<file path="src/core/pvm_pkg.sv">
// Package: register map, field positions and reset values of the vendor mode control register
package pvm_pkg;
   localparam logic [4:0] PVM_ADDR_MODE = 5'h10;
   localparam int PVM_BIT_RPT = 15;
   localparam int PVM_BIT_IRQPOL = 14;
   localparam int PVM_BIT_TXFLOAT = 12;
   localparam int PVM_BIT_HEARTBEAT_TEST_INHIBIT = 11;
   localparam int PVM_BIT_NLOOP = 10;
   localparam int PVM_BIT_APOLDIS = 5;
   localparam int PVM_BIT_RXINV = 4;
   localparam int PVM_BIT_CODING_SUBLAYER_BYPASS = 1;
   localparam int PVM_BIT_RX_CLOCK_GATING = 0;
   localparam logic [31:0] PVM_RESET_VAL = 32'h0000_0140;
   localparam logic [31:0] PVM_RESERVED_MASK = 32'hFFFF_23CC;
   localparam logic [31:0] PVM_WRITE_MASK = 32'h0000_DC33;
   localparam logic [1:0] PVM_SPEED_10 = 2'h0;
   localparam logic [1:0] PVM_SPEED_100 = 2'h1;
   typedef enum logic [1:0] {PVM_SQE_IDLE, PVM_SQE_ARMED, PVM_SQE_PULSE} pvm_sqe_t;
endpackage : pvm_pkg

</file>
<file path="src/core/pvm_mode_ctrl.sv">
// Vendor mode control register and its datapath controls
// What this block does
// - Repeater mode refuses full duplex; carrier sense follows receive activity only.
// - Repeater mode at 10 Mb/s suppresses the heartbeat test.
// - Interrupt level select chooses active high or active low interrupt output.
// - Transmit float bit floats both transmit pins; receive pins stay working.
// - Heartbeat inhibit bit stops every heartbeat test.
// - Without inhibit, at 10 Mb/s outside repeater mode, a collision pulse follows each finished transmit frame.
// - Natural loop at 10 Mb/s loops transmit data onto receive path.
// - Reset value 0x0140, reserved bits 9:6 hold 0x05, mode bits clear.
// - Auto polarity disable bit turns automatic correction off.
// - Auto polarity at 10 Mb/s inverts receive when reversed wiring found.
// - With auto polarity on, inversion bit is read-only status.
// - With auto polarity off, inversion bit is writable and forces inversion.
// - Coding sublayer bypass at 100 Mb/s skips PCS and scrambler.
// - Receive clock gating at 100 Mb/s stops receive clock when idle.
// - Basic loop bit cancels receive clock gating.
`timescale 1ns/100ps
module pvm_mode_ctrl (
   input wire logic sys_clk,
   input wire logic arst_n,
   input wire logic [4:0] reg_addr,
   input wire logic reg_wr,
   input wire logic [31:0] reg_wdata,
   output logic [31:0] reg_rdata,
   input wire logic [1:0] link_speed,
   input wire logic full_duplex_req,
   input wire logic rx_activity,
   input wire logic tx_activity,
   input wire logic basic_loop_bit,
   input wire logic pol_reversed_det,
   input wire logic phy_irq_event,
   input wire logic tx_pair_pos_d,
   input wire logic tx_pair_neg_d,
   output logic irq_pin,
   output logic full_duplex_en,
   output logic carrier_sense,
   output logic collision,
   output logic tx_pair_pos_o,
   output logic tx_pair_pos_oe,
   output logic tx_pair_neg_o,
   output logic tx_pair_neg_oe,
   output logic rx_loop_sel,
   output logic rx_invert,
   output logic pcs_bypass,
   output logic rx_clk_gate_en
);
   import pvm_pkg::*;
   logic rst_s1_r, rst_n_r;
   logic [31:0] mode_r, mode_nxt;
   logic auto_inv_r, auto_inv_nxt;
   logic ten_meg, hundred_meg, sqe_en, sqe_pulse;
   logic [31:0] rdata_nxt;
   logic irq_pin_nxt, full_duplex_en_nxt, carrier_sense_nxt, collision_nxt;
   logic tx_pair_pos_o_nxt, tx_pair_pos_oe_nxt, tx_pair_neg_o_nxt, tx_pair_neg_oe_nxt;
   logic rx_loop_sel_nxt, rx_invert_nxt, pcs_bypass_nxt, rx_clk_gate_en_nxt;
   always_ff @(posedge sys_clk or negedge arst_n) begin
      if (!arst_n) begin
         rst_s1_r <= 1'b0;
         rst_n_r <= 1'b0;
      end else begin
         rst_s1_r <= 1'b1;
         rst_n_r <= rst_s1_r;
      end
   end
   assign ten_meg = (link_speed == PVM_SPEED_10);
   assign hundred_meg = (link_speed == PVM_SPEED_100);
   always_comb begin
      mode_nxt = mode_r;
      if (reg_wr && reg_addr == PVM_ADDR_MODE) begin
         mode_nxt = (mode_r & ~PVM_WRITE_MASK) | (reg_wdata & PVM_WRITE_MASK);
         if (!reg_wdata[PVM_BIT_APOLDIS]) begin
            mode_nxt[PVM_BIT_RXINV] = mode_r[PVM_BIT_RXINV];
         end
      end
      auto_inv_nxt = auto_inv_r;
      if (mode_r[PVM_BIT_APOLDIS]) begin
         auto_inv_nxt = 1'b0;
      end else if (ten_meg) begin
         auto_inv_nxt = pol_reversed_det;
      end
   end
   always_ff @(posedge sys_clk or negedge rst_n_r) begin
      if (!rst_n_r) begin
         mode_r <= PVM_RESET_VAL;
         auto_inv_r <= 1'b0;
      end else begin
         mode_r <= mode_nxt;
         auto_inv_r <= auto_inv_nxt;
      end
   end
   always_comb begin
      rdata_nxt = 32'h0000_0000;
      if (reg_addr == PVM_ADDR_MODE) begin
         rdata_nxt = mode_r;
         if (!mode_r[PVM_BIT_APOLDIS]) begin
            rdata_nxt[PVM_BIT_RXINV] = auto_inv_r;
         end
      end
   end
   assign sqe_en = !mode_r[PVM_BIT_HEARTBEAT_TEST_INHIBIT] && ten_meg && !mode_r[PVM_BIT_RPT];
   pvm_sqe_gen u_sqe (
      .sys_clk(sys_clk),
      .rst_n(rst_n_r),
      .enable(sqe_en),
      .tx_active(tx_activity),
      .sqe_pulse(sqe_pulse)
   );
   always_comb begin
      irq_pin_nxt = mode_r[PVM_BIT_IRQPOL] ? phy_irq_event : !phy_irq_event;
      full_duplex_en_nxt = full_duplex_req && !mode_r[PVM_BIT_RPT];
      carrier_sense_nxt = mode_r[PVM_BIT_RPT] ? rx_activity : (rx_activity || tx_activity);
      collision_nxt = sqe_pulse && sqe_en;
      tx_pair_pos_o_nxt = tx_pair_pos_d;
      tx_pair_neg_o_nxt = tx_pair_neg_d;
      tx_pair_pos_oe_nxt = !mode_r[PVM_BIT_TXFLOAT];
      tx_pair_neg_oe_nxt = !mode_r[PVM_BIT_TXFLOAT];
      rx_loop_sel_nxt = mode_r[PVM_BIT_NLOOP] && ten_meg;
      rx_invert_nxt = mode_r[PVM_BIT_APOLDIS] ? mode_r[PVM_BIT_RXINV] : auto_inv_r;
      pcs_bypass_nxt = mode_r[PVM_BIT_CODING_SUBLAYER_BYPASS] && hundred_meg;
      rx_clk_gate_en_nxt = mode_r[PVM_BIT_RX_CLOCK_GATING] && hundred_meg && !basic_loop_bit && !rx_activity;
   end
   always_ff @(posedge sys_clk or negedge rst_n_r) begin
      if (!rst_n_r) begin
         reg_rdata <= 32'h0000_0000;
         irq_pin <= 1'b1;
         full_duplex_en <= 1'b0;
         carrier_sense <= 1'b0;
         collision <= 1'b0;
         tx_pair_pos_o <= 1'b0;
         tx_pair_pos_oe <= 1'b0;
         tx_pair_neg_o <= 1'b0;
         tx_pair_neg_oe <= 1'b0;
         rx_loop_sel <= 1'b0;
         rx_invert <= 1'b0;
         pcs_bypass <= 1'b0;
         rx_clk_gate_en <= 1'b0;
      end else begin
         reg_rdata <= rdata_nxt;
         irq_pin <= irq_pin_nxt;
         full_duplex_en <= full_duplex_en_nxt;
         carrier_sense <= carrier_sense_nxt;
         collision <= collision_nxt;
         tx_pair_pos_o <= tx_pair_pos_o_nxt;
         tx_pair_neg_o <= tx_pair_neg_o_nxt;
         tx_pair_pos_oe <= tx_pair_pos_oe_nxt;
         tx_pair_neg_oe <= tx_pair_neg_oe_nxt;
         rx_loop_sel <= rx_loop_sel_nxt;
         rx_invert <= rx_invert_nxt;
         pcs_bypass <= pcs_bypass_nxt;
         rx_clk_gate_en <= rx_clk_gate_en_nxt;
      end
   end

   property p_rst_val;
      @(posedge sys_clk) $rose(rst_n_r) |-> mode_r == PVM_RESET_VAL;
   endproperty
   a_rst_val: assert property (p_rst_val) else $error("reset value wrong");
   property p_fdx;
      @(posedge sys_clk) disable iff (!rst_n_r) mode_r[PVM_BIT_RPT] |=> !full_duplex_en;
   endproperty
   a_fdx: assert property (p_fdx) else $error("full duplex in repeater");
   property p_irq;
      @(posedge sys_clk) disable iff (!rst_n_r)
         !mode_r[PVM_BIT_IRQPOL] && phy_irq_event |=> !irq_pin;
   endproperty
   a_irq: assert property (p_irq) else $error("irq level wrong");
   property p_float;
      @(posedge sys_clk) disable iff (!rst_n_r) mode_r[PVM_BIT_TXFLOAT] |=> !tx_pair_pos_oe && !tx_pair_neg_oe;
   endproperty
   a_float: assert property (p_float) else $error("tx not floated");
   property p_heartbeat_test_inhibit;
      @(posedge sys_clk) disable iff (!rst_n_r) mode_r[PVM_BIT_HEARTBEAT_TEST_INHIBIT] |=> !collision;
   endproperty
   a_heartbeat_test_inhibit: assert property (p_heartbeat_test_inhibit) else $error("heartbeat while inhibited");
   property p_sqe;
      @(posedge sys_clk) disable iff (!rst_n_r)
         $fell(tx_activity) && sqe_en && $past(tx_activity, 2) ##1 sqe_en |=> collision;
   endproperty
   a_sqe: assert property (p_sqe) else $error("missing heartbeat");
   property p_loop;
      @(posedge sys_clk) disable iff (!rst_n_r) mode_r[PVM_BIT_NLOOP] && ten_meg |=> rx_loop_sel;
   endproperty
   a_loop: assert property (p_loop) else $error("loop not selected");
   property p_ro;
      @(posedge sys_clk) disable iff (!rst_n_r)
         !mode_r[PVM_BIT_APOLDIS] && !(reg_wr && reg_addr == PVM_ADDR_MODE && reg_wdata[PVM_BIT_APOLDIS])
         |=> $stable(mode_r[PVM_BIT_RXINV]);
   endproperty
   a_ro: assert property (p_ro) else $error("inversion bit changed");
   property p_rx_clock_gating;
      @(posedge sys_clk) disable iff (!rst_n_r) basic_loop_bit |=> !rx_clk_gate_en;
   endproperty
   a_rx_clock_gating: assert property (p_rx_clock_gating) else $error("gating during loop");
   property p_resv;
      @(posedge sys_clk) disable iff (!rst_n_r) (mode_r & PVM_RESERVED_MASK) == (PVM_RESET_VAL & PVM_RESERVED_MASK);
   endproperty
   a_resv: assert property (p_resv) else $error("reserved bits changed");
   property p_fdx_on;
      @(posedge sys_clk) disable iff (!rst_n_r)
         !mode_r[PVM_BIT_RPT] |=> full_duplex_en == $past(full_duplex_req);
   endproperty
   a_fdx_on: assert property (p_fdx_on) else $error("duplex request not passed");
   property p_cs_rpt;
      @(posedge sys_clk) disable iff (!rst_n_r)
         mode_r[PVM_BIT_RPT] |=> carrier_sense == $past(rx_activity);
   endproperty
   a_cs_rpt: assert property (p_cs_rpt) else $error("carrier not from receive");
   property p_rpt_sqe;
      @(posedge sys_clk) disable iff (!rst_n_r)
         mode_r[PVM_BIT_RPT] && ten_meg |=> !collision;
   endproperty
   a_rpt_sqe: assert property (p_rpt_sqe) else $error("heartbeat in repeater");
   property p_irq_idle;
      @(posedge sys_clk) disable iff (!rst_n_r)
         !mode_r[PVM_BIT_IRQPOL] && !phy_irq_event |=> irq_pin;
   endproperty
   a_irq_idle: assert property (p_irq_idle) else $error("irq idle level wrong");
   property p_tx_on;
      @(posedge sys_clk) disable iff (!rst_n_r)
         !mode_r[PVM_BIT_TXFLOAT] |=> tx_pair_pos_oe && tx_pair_neg_oe;
   endproperty
   a_tx_on: assert property (p_tx_on) else $error("tx not driven");
   property p_sqe_once;
      @(posedge sys_clk) disable iff (!rst_n_r)
         collision |=> !collision;
   endproperty
   a_sqe_once: assert property (p_sqe_once) else $error("heartbeat too long");
   property p_loop_off;
      @(posedge sys_clk) disable iff (!rst_n_r)
         !ten_meg |=> !rx_loop_sel;
   endproperty
   a_loop_off: assert property (p_loop_off) else $error("loop outside 10 Mb/s");
   property p_loop_clr;
      @(posedge sys_clk) disable iff (!rst_n_r)
         !mode_r[PVM_BIT_NLOOP] |=> !rx_loop_sel;
   endproperty
   a_loop_clr: assert property (p_loop_clr) else $error("loop without enable");
   property p_auto_pol_disable_off;
      @(posedge sys_clk) disable iff (!rst_n_r)
         mode_r[PVM_BIT_APOLDIS] |=> !auto_inv_r;
   endproperty
   a_auto_pol_disable_off: assert property (p_auto_pol_disable_off) else $error("auto polarity not off");
   property p_auto_inv;
      @(posedge sys_clk) disable iff (!rst_n_r)
         !mode_r[PVM_BIT_APOLDIS] && ten_meg |=> auto_inv_r == $past(pol_reversed_det);
   endproperty
   a_auto_inv: assert property (p_auto_inv) else $error("auto polarity not tracked");
   property p_auto_out;
      @(posedge sys_clk) disable iff (!rst_n_r)
         !mode_r[PVM_BIT_APOLDIS] |=> rx_invert == $past(auto_inv_r);
   endproperty
   a_auto_out: assert property (p_auto_out) else $error("auto inversion not applied");
   property p_rd_status;
      @(posedge sys_clk) disable iff (!rst_n_r)
         !mode_r[PVM_BIT_APOLDIS] && reg_addr == PVM_ADDR_MODE |=> reg_rdata[PVM_BIT_RXINV] == $past(auto_inv_r);
   endproperty
   a_rd_status: assert property (p_rd_status) else $error("polarity status wrong");
   property p_force_inv;
      @(posedge sys_clk) disable iff (!rst_n_r)
         mode_r[PVM_BIT_APOLDIS] |=> rx_invert == $past(mode_r[PVM_BIT_RXINV]);
   endproperty
   a_force_inv: assert property (p_force_inv) else $error("forced inversion wrong");
   property p_wr_inv;
      @(posedge sys_clk) disable iff (!rst_n_r)
         reg_wr && reg_addr == PVM_ADDR_MODE && reg_wdata[PVM_BIT_APOLDIS] |=> mode_r[PVM_BIT_RXINV] == $past(reg_wdata[PVM_BIT_RXINV]);
   endproperty
   a_wr_inv: assert property (p_wr_inv) else $error("inversion bit not written");
   property p_byp_speed;
      @(posedge sys_clk) disable iff (!rst_n_r)
         !hundred_meg |=> !pcs_bypass;
   endproperty
   a_byp_speed: assert property (p_byp_speed) else $error("bypass outside 100 Mb/s");
   property p_byp_on;
      @(posedge sys_clk) disable iff (!rst_n_r)
         mode_r[PVM_BIT_CODING_SUBLAYER_BYPASS] && hundred_meg |=> pcs_bypass;
   endproperty
   a_byp_on: assert property (p_byp_on) else $error("bypass not applied");
   property p_gate_speed;
      @(posedge sys_clk) disable iff (!rst_n_r)
         !hundred_meg |=> !rx_clk_gate_en;
   endproperty
   a_gate_speed: assert property (p_gate_speed) else $error("gating outside 100 Mb/s");
   property p_gate_busy;
      @(posedge sys_clk) disable iff (!rst_n_r)
         rx_activity |=> !rx_clk_gate_en;
   endproperty
   a_gate_busy: assert property (p_gate_busy) else $error("gating while receiving");
   property p_rdata_resv;
      @(posedge sys_clk) disable iff (!rst_n_r)
         reg_addr == PVM_ADDR_MODE |=> (reg_rdata & PVM_RESERVED_MASK) == (PVM_RESET_VAL & PVM_RESERVED_MASK);
   endproperty
   a_rdata_resv: assert property (p_rdata_resv) else $error("reserved read wrong");
   c_write: cover property (@(posedge sys_clk) reg_wr && reg_addr == PVM_ADDR_MODE);
   c_sqe: cover property (@(posedge sys_clk) collision);
   c_gate: cover property (@(posedge sys_clk) rx_clk_gate_en);
   c_inv: cover property (@(posedge sys_clk) rx_invert);
   c_loop: cover property (@(posedge sys_clk) rx_loop_sel);
endmodule : pvm_mode_ctrl

</file>
<file path="src/core/pvm_sqe_gen.sv">
// Heartbeat test pulse generator after end of transmit
`timescale 1ns/100ps
module pvm_sqe_gen (
   input wire logic sys_clk,
   input wire logic rst_n,
   input wire logic enable,
   input wire logic tx_active,
   output logic sqe_pulse
);
   import pvm_pkg::*;
   pvm_sqe_t state_r, state_nxt;
   logic sqe_nxt;
   always_comb begin
      state_nxt = state_r;
      sqe_nxt = 1'b0;
      case (state_r)
         PVM_SQE_IDLE: begin
            if (tx_active) begin
               state_nxt = PVM_SQE_ARMED;
            end
         end
         PVM_SQE_ARMED: begin
            if (!tx_active) begin
               state_nxt = enable ? PVM_SQE_PULSE : PVM_SQE_IDLE;
               sqe_nxt = enable;
            end
         end
         PVM_SQE_PULSE: begin
            state_nxt = tx_active ? PVM_SQE_ARMED : PVM_SQE_IDLE;
         end
         default: begin
            state_nxt = PVM_SQE_IDLE;
         end
      endcase
   end
   always_ff @(posedge sys_clk or negedge rst_n) begin
      if (!rst_n) begin
         state_r <= PVM_SQE_IDLE;
         sqe_pulse <= 1'b0;
      end else begin
         state_r <= state_nxt;
         sqe_pulse <= sqe_nxt;
      end
   end
endmodule : pvm_sqe_gen

</file>
<file path="config.mk">
export PLATFORM = sky130hd
export DESIGN_NAME = pvm_mode_ctrl
export DESIGN_NICKNAME = d
export VERILOG_FILES = /design/src/core/pvm_pkg.sv /design/src/core/pvm_mode_ctrl.sv /design/src/core/pvm_sqe_gen.sv
export SDC_FILE = /design/constraint.sdc
export NUM_CORES = 1
export LEC_CHECK = 0
export BUFFER_PORTS_ARGS = -buffer_cell sky130_fd_sc_hd__clkbuf_2
export CAP_MARGIN = 40
export CORE_MARGIN = 1
export CORE_UTILIZATION = 43
export CTS_BUF_LIST = sky130_fd_sc_hd__clkbuf_2
export DETAILED_ROUTE_END_ITERATION = 12
export PLACE_DENSITY = 0.87
export SYNTH_ARGS = -nofsm -noshare
export SYNTH_HDL_FRONTEND = slang
export SYNTH_SLANG_ARGS = --single-unit
</file>
<file path="constraint.sdc">
create_clock -name sys_clk -period 1.3 [get_ports sys_clk]
set_input_delay 0.195 -clock sys_clk [delete_from_list [all_inputs] [get_ports sys_clk]]
set_output_delay 0.195 -clock sys_clk [all_outputs]
set_load 0.05 [all_outputs]
</file>
Word level (Yosys, flattened, before mapping) --
Cells that the tools add are included.
Operators by class: equality and inequality tests 6, reduce and logical (&&, ||, !) cells 22, multiplexer cells 13, bitwise logic cells 1
Operator list (count):
- 32-bit 2-to-1 mux | 1
- 32-bit by 16-bit bitwise OR with 32-bit output | 1
- 1-bit logical AND | 10
- 1-bit 2-to-1 mux | 8
- 1-bit logical NOT | 6
- 2-bit 2-to-1 mux | 3
- 2-bit one-hot mux with 3 select lines | 1
- 5-bit == test (second input constant) | 1
- 2-bit by 1-bit == test with 1-bit output (second input constant) | 2
- 2-bit logical NOT | 2
- 2-bit inequality test (second input constant) | 2
- 2-bit AND reduction | 2
- 2-bit == test (second input constant) | 1
- 2-bit nonzero test | 1
- 1-bit logical OR | 1
Storage, ports and cells: flip-flop bits (word level) 81, output and inout bits 44, logic and storage cells 61

Longest topological paths before layout --
depth in word-level cells 6, depth in mapped cells 3, gate-level depth less buffers 3

Hierarchy --
Synthesis repeated with hierarchy kept, for this count alone.
Unflattened totals: cell total of the unflattened synthesis 105, area total of the unflattened synthesis 1483.9 sq um
Modules (own cells, without submodules):
- pvm_mode_ctrl | instances 1, cells each 99, seq. area each 852.1 sq um, area each 1376.3 sq um
- pvm_sqe_gen | instances 1, cells each 6, seq. area each 75.1 sq um, area each 107.6 sq um

Worst setup path after synthesis --
Ideal clock, no wire load.
kind register -> output, from reg reg_rdata[24] (netlist name), to out reg_rdata[13], data arrival time 1.217 ns, cell stages (with the launch flop) 2, setup slack -0.112 ns, buffers on the path 1, cell sequence dfrtp_1 -> buf_4
RTL lines:
- to (decl) | line pvm_mode_ctrl.sv:25 | output logic [31:0] reg_rdata,

==> impl_metrics.ini <==
[drt]
first_pass_iters = 4
wirelength_um = 2817
ant_nets = 0
post-route-drc-count = 0
detailroute.via_count = 978
drt-vias-per-instance = 4.528
detailedRoute.firstIterationViolations = 22
wire_per_inst_um = 13.04

[timing]
fmax_mhz = 741.1
rsz0062_at_grt = true
layout_setup_ws_ns = -0.04928
finalCritPeriodShare = 1.038
timing_hold_violations_final = 0
maxSlewViolCount = 0
finalWorstPathRequiredPeriod_ns = 1.349
timing.clock.skew_ns = 0.01406
setup_violations = 21

[power_and_ir_drop]
p_comb_frac = 0.277
p_clk_frac = 0.182
power.ir.vdd_worst_mv = 0.8232
seqPwrFrac = 0.541
power.leakage_nw = 1.157
internal_power_mw = 1.652
netSwitchingPower_mw = 0.7885
power.density_cell_area_mw_per_mm2 = 1156
power.switching_fraction = 0.3231

[grt]
grt.total_usage = 0.1715
first_pass_grt_wire_length_um = 4333
global_route.usage.met3 = 0.04978
grtUsageMet1 = 0.1911
globalRouteMet2Util = 0.3000
via_count_of_the_first_global_routing_pass = 965
maximum_number_of_pins_on_one_net_before_global_route_repair = 36
top_usage_layer = met2
antenna_found_initial = 0
globalRouteOverflowTotal = 0

[cts]
insertion_delay_ns = 0.36
h-tree-depth = 2
cts-buffers-inserted = 5
cts.sinks = 37
cts_root_buffer = sky130_fd_sc_hd__clkbuf_2
tritoncts = built
clock_tree_buf_depth = 2
path_clk_slew_ns = 0.16

[critical_path]
setup.worst_path.class = reg2out
worst-endpoint-required_ns = 1.11
reg2reg_setup_slack_ns = 0.18
worstPathMaxFanout = 11
cp-start-kind = flip-flop
worst_ep_arrival_time_ns = 1.15
timing.critical_path.to_type = primary output

[layout]
layout_commonest_cell = sky130_fd_sc_hd__clkbuf_2
layout.cells.most_common_list = sky130_fd_sc_hd__clkbuf_2, sky130_fd_sc_hd__dfrtp_1, sky130_fd_sc_hd__clkbuf_8
layout.area.seq_um2 = 928.4
max_ffs_per_register = 11
registers.top_by_ff_count = reg_rdata
layout_filler_cell_count = 240
diodes = 0
final_util = 0.6806
largest_registers = reg_rdata: 11 flops, mode_r: 9 flops, u_sqe.state_r: 2 flops
final_net_count = 222
area_of_the_multi_input_gates_um2 = 332.8
synthToLayoutAreaGrowth_pct = 47.04
drive_above_1_share = 0.5698

[run_status]
violated_checks = negative setup slack
result_of_the_run = finished with violations

[die]
design.die.area_mm2 = 0.003575
num_rows = 20
die_outline_height_um = 59.80
die_w_um = 59.80
fp.coreArea_mm2 = 0.003103
pin_count = 94
initial_core_util = 0.4629

[placed_design]
detailedPlacementHpwl_um = 1924
gp_congestion = 0.6643
post-place-ws_ns = 0.1161
port_buffers = 70

[synth]
postSynthRegisterBits = 37
synth.cell_area_mm2 = 0.001436
post_synth.cell_area_avg_um2 = 13.55
post_synth_num_cell_types = 25
yosys_warnings = 0
synth_nets = 156
ys_seq_area_frac = 0.6455
synthCells = 106

[flow_run]
timing.max_cap.violations = 0

[worst_hold_path]
worstHoldPathType = in2reg
logic make-up (layout without fill, tap and decap cells):
| group | count (synthesis) | after routing | synth area share |
|---|---|---|---|
| buffers and inverters | 25 | 91 | 0.1228 |
| other | 2 | 2 | 0.005228 |
| multiplexers | 9 | 9 | 0.07056 |
| AO/OA/AOI/OAI | 5 | 5 | 0.02439 |
| flip-flops | 37 | 37 | 0.6455 |
| XOR/XNOR | 1 | 1 | 0.006099 |
| AND/OR/NAND/NOR | 27 | 27 | 0.1254 |
power groups by stage:
stage	logic [mW]	registers, mW	clock network (mW)
after floorplan	0.295	1.48	0
after global placement	0.537	1.34	0
after detailed placement	0.550	1.34	0
after CTS	0.670	1.32	0.478
after global routing	0.715	1.33	0.518
final	0.676	1.32	0.445
through the flow:
step                instances  total power [mW]  setup TNS, ns  hold slack (ns)  area [um^2]
detailed placement        202             1.895              0         -0.01872         1724
CTS                       216             2.465         -1.173          0.02163         2102
finish                    216             2.441        -0.9236          0.04643         2112
global route              216             2.567         -2.519          0.01627         2112
global placement          202             1.874              0         -0.01959         1724
floorplan                 106             1.776              0          -0.1006         1438
worst max-delay path, stage by stage (launching register included):
cell and delay, ns:
sky130_fd_sc_hd__dfrtp_2 0.46, sky130_fd_sc_hd__buf_8 0.16, sky130_fd_sc_hd__clkbuf_8 0.18
Yosys cell counts (all sizes together):
cell    instances  area [um^2]
dfrtp          36        900.9
buf            22        165.2
and3           11        68.82
mux2            9        101.4
nor2            4        15.01
and2            3        18.77
conb            2        7.510
inv             2        7.510
nand2           2        10.01
nor3b           2        31.28
a21bo           1        10.01
a21boi          1        7.510
a21o            1        7.510
a21oi           1        5.000
and3b           1        8.760
and4b           1        10.01
clkbuf          1        3.750
dfstp           1        26.28
nand3           1        5.000
nor2b           1        6.260
nor4            1        6.260
o21ai           1        5.000
xnor2           1        8.760
what timing repair did:
item                                    4_1_cts  5_1_grt
hold buffers                                  5        0
endpoints found under the hold margin         6        0
endpoints found under the setup margin       22       22
gates resized for setup                      54        4
buffers inserted                              2        0
metal layers:
| metal | wire length, um | vias up |
|---|---|---|
| li1 | - | 457 |
| met1 | 1035 | 455 |
| met2 | 1462 | 60 |
| met3 | 263 | 6 |
| met4 | 56 | 0 |
| met5 | 0 | - |
layout make-up:
class,instances,share of cell area
inverters,2,0.003554
clock inverters,1,0.001777
clock buffers,6,0.01422
flip-flops and latches,37,0.4396
well taps,44,0.02607
multi-input cells,44,0.1576
repair buffers,82,0.3572
worst paths after layout:
path	cells after the start	end	startpoint
setup / recovery	2	reg_rdata[23]	reg_rdata[24]$_DFF_PN0_
hold / removal	3	auto_inv_r$_DFFE_PN0P_	pol_reversed_det
setup reg to reg	2	u_sqe.state_r[1]$_DFFE_PN0P_	mode_r[11]$_DFFE_PN0P_
hold reg to reg	1	mode_r[10]$_DFFE_PN0P_	rst_n_r$_DFF_PN0_
max in group asynchronous	1	irq_pin$_DFF_PN1_	rst_n_r$_DFF_PN0_
min in group asynchronous	2	rst_n_r$_DFF_PN0_	arst_n
No activity file was read; power rests on OpenSTA's default activity.
